### src/logic/dsrc_pkg.sv
// Constants, register map and state codes for the drive stop reaction control
package dsrc_pkg;
   // ******************************************************************
   // Timing
   // ******************************************************************
   localparam int CLK_PERIOD_NS  = 100;
   localparam int RAMP_TICK_NS   = 1000000;
   localparam int RAMP_TICK_CYC  = (RAMP_TICK_NS + CLK_PERIOD_NS - 1) / CLK_PERIOD_NS;

   // ******************************************************************
   // Register map (word index on the register port)
   // ******************************************************************
   localparam logic [7:0] REG_CTRL      = 8'h00;
   localparam logic [7:0] REG_STATUS    = 8'h01;
   localparam logic [7:0] REG_QS_CODE   = 8'h02;
   localparam logic [7:0] REG_SD_CODE   = 8'h03;
   localparam logic [7:0] REG_QS_RAMP   = 8'h04;
   localparam logic [7:0] REG_SPEED_REF = 8'h05;
   localparam logic [7:0] REG_SPEED_OUT = 8'h06;
   localparam logic [7:0] REG_SRC_BASE  = 8'h08;
   localparam int         NUM_SRC       = 4;

   // Control register fields
   localparam int CTRL_ENABLE   = 0;
   localparam int CTRL_QS_REQ   = 1;
   localparam int CTRL_HALT     = 2;
   localparam int CTRL_TORQUE   = 3;
   localparam int CTRL_SRC_LSB  = 4;
   localparam int CTRL_BRAKE_EN = 6;

   // Reset values
   localparam logic [3:0]  QS_CODE_RST   = 4'h2;
   localparam logic [3:0]  SD_CODE_RST   = 4'hF;
   localparam logic [31:0] QS_RAMP_RST   = 32'h0000_0BB8;
   localparam logic [31:0] SRC_RAMP_RST  = 32'h0000_03E8;
   localparam logic [6:0]  CTRL_RST      = 7'h00;

   // Option codes
   localparam logic [3:0] QS_CODE_RSVD_A = 4'h4;
   localparam logic [3:0] QS_CODE_RSVD_B = 4'h8;
   localparam logic [3:0] SD_FOLLOW_QS   = 4'hF;
   localparam logic [3:0] SD_POWER_OFF   = 4'h0;
   localparam logic [3:0] SD_SLOWDOWN    = 4'h1;

   typedef enum logic [2:0] {
      ST_READY    = 3'b011,
      ST_OPERATE  = 3'b101,
      ST_QSTOP    = 3'b111,
      ST_SHUTDOWN = 3'b010
   } dsrc_state_type;

   typedef enum logic [1:0] {
      SK_POWER_OFF = 2'b00,
      SK_SLOWDOWN  = 2'b01,
      SK_QS_RAMP   = 2'b10,
      SK_CUR_LIMIT = 2'b11
   } dsrc_stop_type;
endpackage

### src/logic/dsrc_ramp.sv
// Speed ramp generator stepping once per ramp tick
`timescale 1ns/100ps
module dsrc_ramp #(
   parameter int TICK_CYCLES = dsrc_pkg::RAMP_TICK_CYC
) (
   input  wire logic               clk,
   input  wire logic               srst,
   input  wire logic signed [31:0] target,
   input  wire logic [31:0]        rate,
   input  wire logic               force_zero,
   output logic signed [31:0]      speed,
   output logic                    at_target
);
   import dsrc_pkg::*;

   typedef struct packed {
      logic signed [31:0] speed;
      logic [31:0]        tick_cnt;
   } dsrc_ramp_state_type;

   dsrc_ramp_state_type s_q;
   dsrc_ramp_state_type s_d;
   logic signed [32:0]  up;
   logic signed [32:0]  dn;

   always_comb begin
      s_d = s_q;
      up  = 33'(s_q.speed) + $signed({1'b0, rate});
      dn  = 33'(s_q.speed) - $signed({1'b0, rate});
      if (s_q.tick_cnt >= 32'(TICK_CYCLES - 1)) begin
         s_d.tick_cnt = 32'h0000_0000;
      end else begin
         s_d.tick_cnt = s_q.tick_cnt + 32'h0000_0001;
      end
      if (force_zero) begin
         s_d.speed = 32'sh0000_0000;
      end else if (s_q.tick_cnt == 32'h0000_0000) begin
         // Step clamps at the target so no overshoot through zero
         if (s_q.speed < target) begin
            s_d.speed = (up > 33'(target)) ? target : up[31:0];
         end else if (s_q.speed > target) begin
            s_d.speed = (dn < 33'(target)) ? target : dn[31:0];
         end
      end
   end

   always_ff @(posedge clk) begin
      if (srst) begin
         s_q <= '0;
      end else begin
         s_q <= s_d;
      end
   end

   assign speed     = s_q.speed;
   assign at_target = (s_q.speed == target);
endmodule

### src/logic/dsrc_top.sv
// Stop reaction sequencer with register port and per-source ramps
// Contract
// - Each reference source has its own acceleration and braking ramp.
// - Stops still run speed ramps while in torque control mode.
// - Quick-stop reaction defaults to quick-stop ramp at 3000 rev/min/s.
// - Quick-stop request enters quick-stop state; exit depends on request and code.
// - Code 0 switches power stage off at once; axis coasts.
// - Code 1 brakes on slowdown ramp, then power stage off.
// - Code 2 brakes on quick-stop ramp, then power stage off.
// - Code 3 zeroes speed setpoint, brakes at current limit, then power off.
// - Codes 5,6,7 brake like 1,2,3 and hold axis in quick-stop.
// - In quick-stop, dropping enable does nothing until request is cleared.
// - Shutdown reaction applies on operation-enabled to ready transition.
// - Shutdown code -1 performs the current quick-stop reaction; for codes 5,6,7 the code brakes like 1,2,3 and does not hold.
// - Shutdown code 0 switches power stage off at once.
// - Shutdown code 1 ramps to zero then engages holding brake if fitted.
// - Halt brakes on the normal slowdown ramp.
//
// Design decisions made here: the address-and-strobe port and the address map.
`timescale 1ns/100ps
module dsrc_top #(
   parameter int TICK_CYCLES = dsrc_pkg::RAMP_TICK_CYC
) (
   input  wire logic                  CLK,
   input  wire logic                  SRST,
   input  wire logic [7:0]            ADDR,
   input  wire logic [31:0]           WDATA,
   input  wire logic                  WR,
   input  wire logic                  RD,
   output logic [31:0]                RDATA,
   output logic                       POWER_STAGE_ON,
   output logic signed [31:0]         SPEED_CMD,
   output logic                       HOLD_STOPPED,
   output logic                       BRAKE_ENGAGE,
   output logic                       CURRENT_LIMIT_BRAKE,
   output logic                       TORQUE_MODE,
   output dsrc_pkg::dsrc_state_type   DRIVE_STATE
);
   import dsrc_pkg::*;

   // ******************************************************************
   // State
   // ******************************************************************
   typedef struct packed {
      dsrc_state_type           state;
      dsrc_stop_type            kind;
      logic                     hold;
      logic                     brake;
      logic [6:0]               ctrl;
      logic [3:0]               qs_code;
      logic [3:0]               sd_code;
      logic [31:0]              qs_ramp;
      logic signed [31:0]       speed_ref;
      logic [NUM_SRC-1:0][31:0] accel;
      logic [NUM_SRC-1:0][31:0] decel;
      logic [31:0]              rdata;
   } dsrc_state_all_type;

   dsrc_state_all_type  s_q;
   dsrc_state_all_type  s_d;
   logic signed [31:0]  ramp_target;
   logic [31:0]         ramp_rate;
   logic                ramp_zero;
   logic signed [31:0]  speed;
   logic                at_zero;
   logic                enable;
   logic                qs_req;
   logic                halt;
   logic [1:0]          src;
   logic                braking;
   logic                power_on;
   logic [31:0]         status;
   logic [7:0]          src_idx;

   assign enable  = s_q.ctrl[CTRL_ENABLE];
   assign qs_req  = s_q.ctrl[CTRL_QS_REQ];
   assign halt    = s_q.ctrl[CTRL_HALT];
   assign src     = s_q.ctrl[CTRL_SRC_LSB +: 2];
   assign at_zero = (speed == 32'sh0000_0000);
   assign braking = (s_q.state == ST_QSTOP) || (s_q.state == ST_SHUTDOWN);
   assign src_idx = ADDR - REG_SRC_BASE;

   // ******************************************************************
   // Ramp selection
   // ******************************************************************
   always_comb begin
      ramp_target = 32'sh0000_0000;
      ramp_rate   = s_q.decel[src];
      ramp_zero   = 1'b0;
      if (s_q.state == ST_OPERATE) begin
         if (halt) begin
            ramp_rate = s_q.decel[src];
         end else begin
            ramp_target = s_q.speed_ref;
            // Accelerate away from zero, brake toward it
            if ((s_q.speed_ref >= 0) == (speed < s_q.speed_ref)) begin
               ramp_rate = s_q.accel[src];
            end
         end
      end else if (braking) begin
         // Same speed ramp whether or not torque mode is active
         case (s_q.kind)
            SK_SLOWDOWN:  ramp_rate = s_q.decel[src];
            SK_QS_RAMP:   ramp_rate = s_q.qs_ramp;
            SK_CUR_LIMIT: ramp_zero = 1'b1;
            default:      ramp_zero = 1'b1;
         endcase
      end else begin
         ramp_zero = 1'b1;
      end
   end

   dsrc_ramp #(
      .TICK_CYCLES (TICK_CYCLES)
   ) u_ramp (
      .clk        (CLK),
      .srst       (SRST),
      .target     (ramp_target),
      .rate       (ramp_rate),
      .force_zero (ramp_zero),
      .speed      (speed),
      .at_target  ()
   );

   // ******************************************************************
   // Sequencer and register file
   // ******************************************************************
   always_comb begin
      s_d       = s_q;
      s_d.rdata = 32'h0000_0000;
      if (WR) begin
         case (ADDR)
            REG_CTRL:      s_d.ctrl = WDATA[6:0];
            REG_QS_CODE: begin
               if (WDATA[3:0] != QS_CODE_RSVD_A && WDATA[3:0] != QS_CODE_RSVD_B
                   && WDATA[3:0] <= 4'h8) begin
                  s_d.qs_code = WDATA[3:0];
               end
            end
            REG_SD_CODE: begin
               if (WDATA[3:0] == SD_FOLLOW_QS || WDATA[3:0] == SD_POWER_OFF
                   || WDATA[3:0] == SD_SLOWDOWN) begin
                  s_d.sd_code = WDATA[3:0];
               end
            end
            REG_QS_RAMP:   s_d.qs_ramp = WDATA;
            REG_SPEED_REF: s_d.speed_ref = WDATA;
            default: begin
               if (ADDR >= REG_SRC_BASE && src_idx < 8'(2 * NUM_SRC)) begin
                  if (src_idx[0]) begin
                     s_d.decel[src_idx[2:1]] = WDATA;
                  end else begin
                     s_d.accel[src_idx[2:1]] = WDATA;
                  end
               end
            end
         endcase
      end
      if (RD) begin
         case (ADDR)
            REG_CTRL:      s_d.rdata = {25'h0000000, s_q.ctrl};
            REG_STATUS:    s_d.rdata = status;
            REG_QS_CODE:   s_d.rdata = {28'h0000000, s_q.qs_code};
            REG_SD_CODE:   s_d.rdata = {28'h0000000, s_q.sd_code};
            REG_QS_RAMP:   s_d.rdata = s_q.qs_ramp;
            REG_SPEED_REF: s_d.rdata = s_q.speed_ref;
            REG_SPEED_OUT: s_d.rdata = speed;
            default: begin
               if (ADDR >= REG_SRC_BASE && src_idx < 8'(2 * NUM_SRC)) begin
                  s_d.rdata = src_idx[0] ? s_q.decel[src_idx[2:1]]
                                         : s_q.accel[src_idx[2:1]];
               end
            end
         endcase
      end

      case (s_q.state)
         ST_READY: begin
            if (enable && !qs_req) begin
               s_d.state = ST_OPERATE;
               s_d.brake = 1'b0;
            end
         end
         ST_OPERATE: begin
            if (qs_req) begin
               s_d.state = ST_QSTOP;
               s_d.kind  = dsrc_stop_type'(s_q.qs_code[1:0]);
               s_d.hold  = s_q.qs_code[2];
            end else if (!enable) begin
               s_d.state = ST_SHUTDOWN;
               s_d.hold  = 1'b0;
               if (s_q.sd_code == SD_FOLLOW_QS) begin
                  s_d.kind = dsrc_stop_type'(s_q.qs_code[1:0]);
               end else if (s_q.sd_code == SD_SLOWDOWN) begin
                  s_d.kind = SK_SLOWDOWN;
               end else begin
                  s_d.kind = SK_POWER_OFF;
               end
            end
         end
         ST_QSTOP: begin
            // Enable is not looked at here; a holding stop releases only once the request is cleared, power-off kind at once, others at zero speed
            if (s_q.hold) begin
               if (!qs_req && at_zero) begin
                  s_d.state = ST_READY;
               end
            end else if (at_zero || s_q.kind == SK_POWER_OFF) begin
               s_d.state = ST_READY;
            end
         end
         ST_SHUTDOWN: begin
            if (at_zero || s_q.kind == SK_POWER_OFF) begin
               s_d.state = ST_READY;
               s_d.brake = s_q.ctrl[CTRL_BRAKE_EN] && s_q.kind == SK_SLOWDOWN
                           && s_q.sd_code == SD_SLOWDOWN;
            end
         end
         default: s_d.state = ST_READY;
      endcase
   end

   always_ff @(posedge CLK) begin
      if (SRST) begin
         s_q.state     <= ST_READY;
         s_q.kind      <= SK_POWER_OFF;
         s_q.hold      <= 1'b0;
         s_q.brake     <= 1'b0;
         s_q.ctrl      <= CTRL_RST;
         s_q.qs_code   <= QS_CODE_RST;
         s_q.sd_code   <= SD_CODE_RST;
         s_q.qs_ramp   <= QS_RAMP_RST;
         s_q.speed_ref <= 32'sh0000_0000;
         s_q.accel     <= {NUM_SRC{SRC_RAMP_RST}};
         s_q.decel     <= {NUM_SRC{SRC_RAMP_RST}};
         s_q.rdata     <= 32'h0000_0000;
      end else begin
         s_q <= s_d;
      end
   end

   // ******************************************************************
   // Outputs
   // ******************************************************************
   // Power stays on through ramp braking, drops at once for power-off kind
   assign power_on = (s_q.state == ST_OPERATE)
                     || (braking && s_q.kind != SK_POWER_OFF);
   assign status   = {23'h000000, at_zero, s_q.ctrl[CTRL_TORQUE], CURRENT_LIMIT_BRAKE,
                      s_q.brake, HOLD_STOPPED, power_on, s_q.state};

   assign RDATA               = s_q.rdata;
   assign POWER_STAGE_ON      = power_on;
   assign SPEED_CMD           = speed;
   assign HOLD_STOPPED        = (s_q.state == ST_QSTOP) && s_q.hold && at_zero;
   assign BRAKE_ENGAGE        = s_q.brake;
   assign CURRENT_LIMIT_BRAKE = braking && s_q.kind == SK_CUR_LIMIT && !at_zero;
   assign TORQUE_MODE         = (s_q.state == ST_OPERATE) && s_q.ctrl[CTRL_TORQUE];
   assign DRIVE_STATE         = s_q.state;

   // ******************************************************************
   // Assertions
   // ******************************************************************
   a_reset_qs_ramp: assert property (@(posedge CLK) $past(SRST) && !SRST |->
      s_q.qs_ramp == QS_RAMP_RST && s_q.qs_code == QS_CODE_RST)
      else $error("quick-stop defaults wrong after reset");

   a_reserved_refused: assert property (@(posedge CLK) disable iff (SRST)
      WR && ADDR == REG_QS_CODE && (WDATA[3:0] == 4'h4 || WDATA[3:0] == 4'h8)
      |=> s_q.qs_code == $past(s_q.qs_code))
      else $error("reserved quick-stop code accepted");

   a_qs_entry: assert property (@(posedge CLK) disable iff (SRST)
      s_q.state == ST_OPERATE && qs_req |=> s_q.state == ST_QSTOP)
      else $error("quick-stop request not taken");

   a_power_stage_off_at_once: assert property (@(posedge CLK) disable iff (SRST)
      s_q.state == ST_OPERATE && qs_req && s_q.qs_code == 4'h0
      |=> !POWER_STAGE_ON ##1 s_q.state == ST_READY)
      else $error("code 0 did not drop power stage");

   a_current_limit_brake_zero: assert property (@(posedge CLK) disable iff (SRST)
      braking && s_q.kind == SK_CUR_LIMIT |=> SPEED_CMD == 32'sh0000_0000)
      else $error("current limit brake left speed nonzero");

   a_hold_stays: assert property (@(posedge CLK) disable iff (SRST)
      HOLD_STOPPED && qs_req && !WR |=> HOLD_STOPPED && POWER_STAGE_ON)
      else $error("holding quick-stop left without clear");

   a_enable_ignored: assert property (@(posedge CLK) disable iff (SRST)
      s_q.state == ST_QSTOP && s_q.hold && qs_req && !enable
      |=> s_q.state == ST_QSTOP)
      else $error("quick-stop left on enable drop");

   a_sd_follow: assert property (@(posedge CLK) disable iff (SRST)
      s_q.state == ST_OPERATE && !qs_req && !enable && s_q.sd_code == SD_FOLLOW_QS
      |=> s_q.state == ST_SHUTDOWN && s_q.kind == $past(s_q.qs_code[1:0]))
      else $error("shutdown did not follow quick-stop code");

   a_sd_power_stage_off: assert property (@(posedge CLK) disable iff (SRST)
      s_q.state == ST_OPERATE && !qs_req && !enable && s_q.sd_code == SD_POWER_OFF
      |=> !POWER_STAGE_ON)
      else $error("shutdown code 0 kept power on");

   a_sd_brake: assert property (@(posedge CLK) disable iff (SRST)
      s_q.state == ST_SHUTDOWN && s_q.sd_code == SD_SLOWDOWN && at_zero
      && s_q.ctrl[CTRL_BRAKE_EN] |=> BRAKE_ENGAGE && s_q.state == ST_READY)
      else $error("holding brake not engaged after shutdown");
endmodule

### config.mk
export PLATFORM = sky130hd
export DESIGN_NAME = dsrc_top
export DESIGN_NICKNAME = d
export VERILOG_FILES = /design/src/logic/dsrc_pkg.sv /design/src/logic/dsrc_ramp.sv /design/src/logic/dsrc_top.sv
export SDC_FILE = /design/constraint.sdc
export NUM_CORES = 2
export LEC_CHECK = 0
export ABC_AREA = 1
export ABC_CLOCK_PERIOD_IN_PS = 15100
export CORE_MARGIN = 3
export CORE_UTILIZATION = 55
export DETAILED_ROUTE_END_ITERATION = 16
export DONT_BUFFER_PORTS = 1
export HOLD_SLACK_MARGIN = 0.08
export PLACE_DENSITY = 0.7
export SLEW_MARGIN = 20
export SYNTH_ARGS = -nofsm -noshare
export SYNTH_HDL_FRONTEND = slang
export SYNTH_SLANG_ARGS = --single-unit
### constraint.sdc
create_clock -name CLK -period 15.1 [get_ports CLK]
set_input_delay 3.02 -clock CLK [delete_from_list [all_inputs] [get_ports CLK]]
set_output_delay 3.02 -clock CLK [all_outputs]
set_load 0.02 [all_outputs]
# After elaboration in Yosys (flattened, before gate mapping)
# Index checks and enable logic that the tools add are counted.
# W data, S select, Z words.
dict set report classes {
  add_sub_neg 4
  n_lt_le_gt_ge 13
  n_eq_ne 25
  n_mux 41
  bitwise_logic 3
  reduce_logical 45
}
# operator count
set ops {}
lappend ops {{$mux W32} 18}
lappend ops {{$bmux W32 S2} 4}
lappend ops {{$bwmux W128} 2}
lappend ops {{$pmux W32 S7} 1}
lappend ops {{$demux W32 S2} 1}
lappend ops {{$logic_not A32 Y1} 2}
lappend ops {{$lt A32 B32 Y1} 2}
lappend ops {{$add A32 B33 Y33} 1}
lappend ops {{$gt A33 B32 Y1} 1}
lappend ops {{$lt A33 B32 Y1} 1}
lappend ops {{$sub A32 B33 Y33} 1}
lappend ops {{$add A32 B1 Y32 const B} 1}
lappend ops {{$ge A32 B1 Y1 const B} 1}
lappend ops {{$ge A32 B14 Y1 const B} 1}
lappend ops {{$gt A32 B32 Y1} 1}
lappend ops {{$eq A8 B3 Y1 const B} 3}
lappend ops {{$eq A8 B2 Y1 const B} 2}
lappend ops {{$logic_and A1 B1 Y1} 14}
lappend ops {{$mux W3} 4}
lappend ops {{$mux W6} 2}
lappend ops {{$pmux W3 S4} 1}
lappend ops {{$reduce_and A3 Y1} 4}
lappend ops {{$reduce_and A2 Y1} 5}
lappend ops {{$eq A4 B1 Y1 const B} 2}
lappend ops {{31 further kinds} 56}
dict set report word_totals {
  regBits 438
  input_bits 44
  out_inout_bits 72
  wordCells 151
}

# Logic depth before layout (Yosys ltp)
dict set report depth {
  word_depth 10
  depth_mapped 52
  depth_no_buf 49
}

# By module
# Synthesis repeated with hierarchy kept, for this count alone.
dict set report hier_totals {
  cells_unflattened 4611
  hier_area_um2 30624.4
}
# module n_inst cells_each area_per_inst_um2 seq_area_each_um2
set by_module_without_submodules {}
lappend by_module_without_submodules {dsrc_top 1 2616 19444.9 7487.2}
lappend by_module_without_submodules {dsrc_ramp 1 1995 11179.5 1281.2}

# Least setup slack after synthesis
# Ideal clock, no wire load.
dict set report synth_timing {
  path_type {register to register}
  startpoint {reg u_ramp.s_q (netlist bit u_ramp.speed[31])}
  endpoint {reg u_ramp.s_q (netlist bit u_ramp.speed[18])}
  setup_time_ps 109
  arrival_ps 5140
  required_ps 14991
  slack_ps 9851
  path_stages_with_launch 40
  path_buffers 2
  synth_period_minus_slack_ps 5249
  cell_sequence {dfxtp_1 ha_1 a21oi_1 o21ai_1 a21o_1 a21oi_1 nand2_1 nand2_2 nand3_2 buf_4 nand2_1 nand3_1 nand2_1 inv_1 ha_1 fa_1 inv_1 nand2_1 (+4 left out) nand2_1 nand4_1 nand3_1 xor2_1 ha_1 a21oi_1 o21ai_0 nor2_1 nand2_1 nor2_1 nand2_1 nand2_1 clkbuf_1 nand3_1 nand3_1 nand3_1 nand2_1 inv_1}
}
dict set report synth_between {
  elab_chain_cells 10
  elab_cells_between_ends 17
  cone_classes {add/sub: 2; order compare: 5; eq/ne: 1; mux: 7; reduce/logical: 2}
}
# element line
set synth_rtl {}
lappend synth_rtl {{start, declared} dsrc_ramp.sv:21} ;# dsrc_ramp_state_type s_q;
lappend synth_rtl {{start signal, assigned} dsrc_ramp.sv:49} ;# s_q <= '0;
lappend synth_rtl {{start signal, assigned} dsrc_ramp.sv:51} ;# s_q <= s_d;
lappend synth_rtl {{$lt A32 B32 Y1} dsrc_top.sv:96} ;# if ((s_q.speed_ref >= 0) == (speed < s_q.speed_ref)) begin
lappend synth_rtl {{$eq A1 B1 Y1} dsrc_top.sv:96}
lappend synth_rtl {{$mux W32} dsrc_top.sv:96}
lappend synth_rtl {{$mux W32} dsrc_top.sv:91} ;# if (halt) begin
lappend synth_rtl {{$mux W32} dsrc_top.sv:90} ;# if (s_q.state == ST_OPERATE) begin
lappend synth_rtl {{$sub A32 B33 Y33} dsrc_ramp.sv:29} ;# dn = 33'(s_q.speed) - $signed({1'b0, rate});
lappend synth_rtl {{$lt A33 B32 Y1} dsrc_ramp.sv:42} ;# s_d.speed = (dn < 33'(target)) ? target : dn[31:0];
lappend synth_rtl {{$mux W32} dsrc_ramp.sv:42}
lappend synth_rtl {{$mux W32} dsrc_ramp.sv:41} ;# end else if (s_q.speed > target) begin
lappend synth_rtl {{$mux W32} dsrc_ramp.sv:39} ;# if (s_q.speed < target) begin
# Parallel ways exist; a longest one is shown, timed or not. The select of a mux whose other input is x is not followed.
# A chain may end at the register's enable or synchronous reset.

# Final worst setup path
dict set report layout_timing {
  startpoint {reg u_ramp.s_q (netlist bit u_ramp.speed[7])}
  endpoint {reg u_ramp.s_q (netlist bit u_ramp.speed[21])}
}
# Same word-level chain as after synthesis.

==> summary.txt <==
Status: completed
Vias: 32.5k
Initial detailed-routing violation count: 4,374
Worst setup SP type: flip-flop
Clock Power Share: 47.6%
Register area share after synthesis: 28.9%
Adder-cell share of the synthesized area: 8.72%
Setup TNS Final: 0 ps
# rows: 85
Main combinational cell family by area after synthesis: simple AND/OR/NAND/NOR gates
Post-DR wirelength/cell: 21.8 µm
Synth Warn #: 0
Most area-hungry cell type in the Yosys netlist: dfxtp_1
Starting Density: 56.0%
Xor/xnor share of the synthesized area: 0.982%
Slowest stage delay, CP: 880 ps
Chip width: 241 µm
Logic gate share of total power: 8.0%
Switching power: 0.000688 W
Total CTS buffers: 48
Final layout net count: 4,816
Final hold viol count: 0
Post-synth top area share: 28.9%
Worst-Skew Late Latency: 610 ps
Seq cells post-synth: 438
H-tree depth: 2
Vias per cell: 6.14
TritonCTS clock tree: built
Pwr Total: 0.00263 W
First-pass GRT wire length: 173,000 µm
Fraction of synthesized area in multiplexers: 0%
Min Tclk post-route: 8890 ps
# setup viols final: 0
Synth Instances: 4,813
Netlist Area Pre-Place: 30,300 µm²
Detailed Route WL: 115,000 µm
RSZ-0062 raised after global routing: false
Worst VDD drop: 0.113 mV
Final instance area: 31,500 µm²
Internal power: 0.00195 W
Complex-gate fraction of the synthesized area: 20.1%
Pleak: 15.1 nW
Layout overhead on the synthesized area: 3.93%
CP endpoint kind: flip-flop
Total setup buffers inserted after CTS: 0
Placed cell area: 29,900 µm²
DP HPWL: 80,200 µm
Die span in y: 241 µm
Most common cell after layout, fill and taps aside: nand2_1
Initial antenna violation count: 1
Synth Flop Type: dfxtp_1
Mean post-synth cell area: 6.30 µm²
Post-CTS sizing: 0
Largest net degree at the start of global routing: 160
Worst slew margin: 16.7%
Root Driver: clkbuf_16
Sequential share of power: 44.5%
Critical path arrival: 9390 ps
Worst Path Required: 15,600 ps
Routability-driven placement congestion ratio: 1.04
Fmax: 112 MHz
Post-synth EDFFs: 0
Tcrit/Tclk final: 58.9%
Residual DRC count: 0
Critical path's top delay family: simple AND/OR/NAND/NOR gates
Clk slew on worst S/H paths: 60 ps
Area contributors post-synth: dfxtp_1 29%, nand2_1 11%, o21ai_0 9.1%
Hold_buf cts: 0
Most frequent cells in the layout: 850 x nand2_1, 691 x nor2_1, 550 x o21ai_0
DR pass1 iterations: 6
Core area: 54,100 µm²
Worst Tran Pin Value: 1240 ps
ANT nets after route: 0
Maximum fanout along the worst path: 33
GRT Overall Usage: 38.4%
Switch share: 26.1%
Buf+Inv Stages, Crit Path: 3
Post-Synth Simple-Gate Area: 28.8%
I/O Buffers: 0
Number of library cell types mapped by synthesis: 50
Layout cells sized above 1: 3.72%
Critical path class: flip-flop to flip-flop
CTS max path bufs: 3
Fraction of registers with async set/reset: 0%
Slowest CP cell: nand2_1
Tightest Hold Check Type: flip-flop to flip-flop
Vias in the first global route: 29.2k
Fin util: 58.2%
CTS sink cnt: 438
Max-cap violations: 0
Skew final: 20.7 ps
Global route overflow: 0
IO Pins: 116
Power per cell area: 83.6 nW/µm²
Die area: 58,000 µm²
Slew Limit Fails: 0
Most frequent CP cell: nand2_1
==> registers in the layout, summed over array words and instances, names as in the netlist <==
signal        count
BRAKE_ENGAGE      1
qs_req            1
RDATA            32
DRIVE_STATE       3
s_q             335
halt              1
u_ramp.s_q       32
u_ramp.speed     32
enable            1
==> routing by layer <==
metal  routed length [µm]  vias to the layer above  part of all wire [%]  global-route usage, %
met5                   57                        -                 0.049                  0.737
li1                     -                    15400                     -                      -
met4                 6050                        2                   5.2                   18.6
met3                12500                      321                    11                   7.99
met2                50200                     1913                    43                   59.5
met1                46700                    14900                    40                   51.0
==> layout make-up <==
type | instances | area, µm²
antenna | 2 | 5.00
multi-input combinational | 3491 | 17900
clock inverter | 16 | 228
inverter | 540 | 2040
fill | 5409 | 22600
tap | 696 | 871
timing repair buffer | 43 | 323
clock buffer | 72 | 1400
sequential | 438 | 8770
==> path summary, 6_finish.rpt <==
path              cells past startpoint  slack (ps)       startpoint                to
setup / recovery                     40        6210  u_ramp.speed[7]  u_ramp.speed[21]
hold / removal                        2         440         s_q[359]          s_q[359]
setup reg to reg                     40        6210  u_ramp.speed[7]  u_ramp.speed[21]
hold reg to reg                       2         440         s_q[359]          s_q[359]
==> kinds of logic (layout without fill, tap and decap cells) <==
family	Yosys count	count (layout)
xor+xnor	34	34
other cells	1	20
fa+ha+maj	210	210
buf+inv	901	671
simple gates	2089	2089
compound gates	1140	1140
flops	438	438
==> synthesized netlist by cell type, drive strengths merged, types with 30 or more instances <==
library cell	number
o22ai	227
nand2	860
nor3	36
nand3	398
dfxtp	438
inv	536
buf	191
nor2	703
a21oi	316
nand4	61
ha	208
clkbuf	170
o21ai	553
xor2	30
==> power groups by stage <==
| stage | registers [W] | logic [W] | clock network [W] |
|---|---|---|---|
| floorplan | 0.00119 | 0.000166 | 0 |
| global placement | 0.00120 | 0.000201 | 0 |
| detailed placement | 0.00120 | 0.000202 | 0 |
| CTS | 0.00117 | 0.000203 | 0.00125 |
| global route | 0.00117 | 0.000227 | 0.00130 |
| finish | 0.00117 | 0.000210 | 0.00125 |
==> through the flow <==
| stage | hold slack (ps) | worst slack [ps] | std cells |
|---|---|---|---|
| after floorplan | 417 | 9850 | 4830 |
| after global placement | 426 | 6550 | 5208 |
| after detailed placement | 429 | 6430 | 5208 |
| after CTS | 437 | 6400 | 5296 |
| after global routing | 448 | 5410 | 5296 |
| final | 438 | 6210 | 5298 |
==> worst register-to-register path, delay by kind of cell (launching register included) <==
| family | cells | cell delay, ps |
|---|---|---|
| xor+xnor | 1 | 170 |
| fa+ha+maj | 4 | 1310 |
| simple gates | 29 | 5660 |
| flops | 1 | 750 |
| compound gates | 3 | 670 |
| buf+inv | 3 | 230 |
Power figures use the tool's default switching activity.
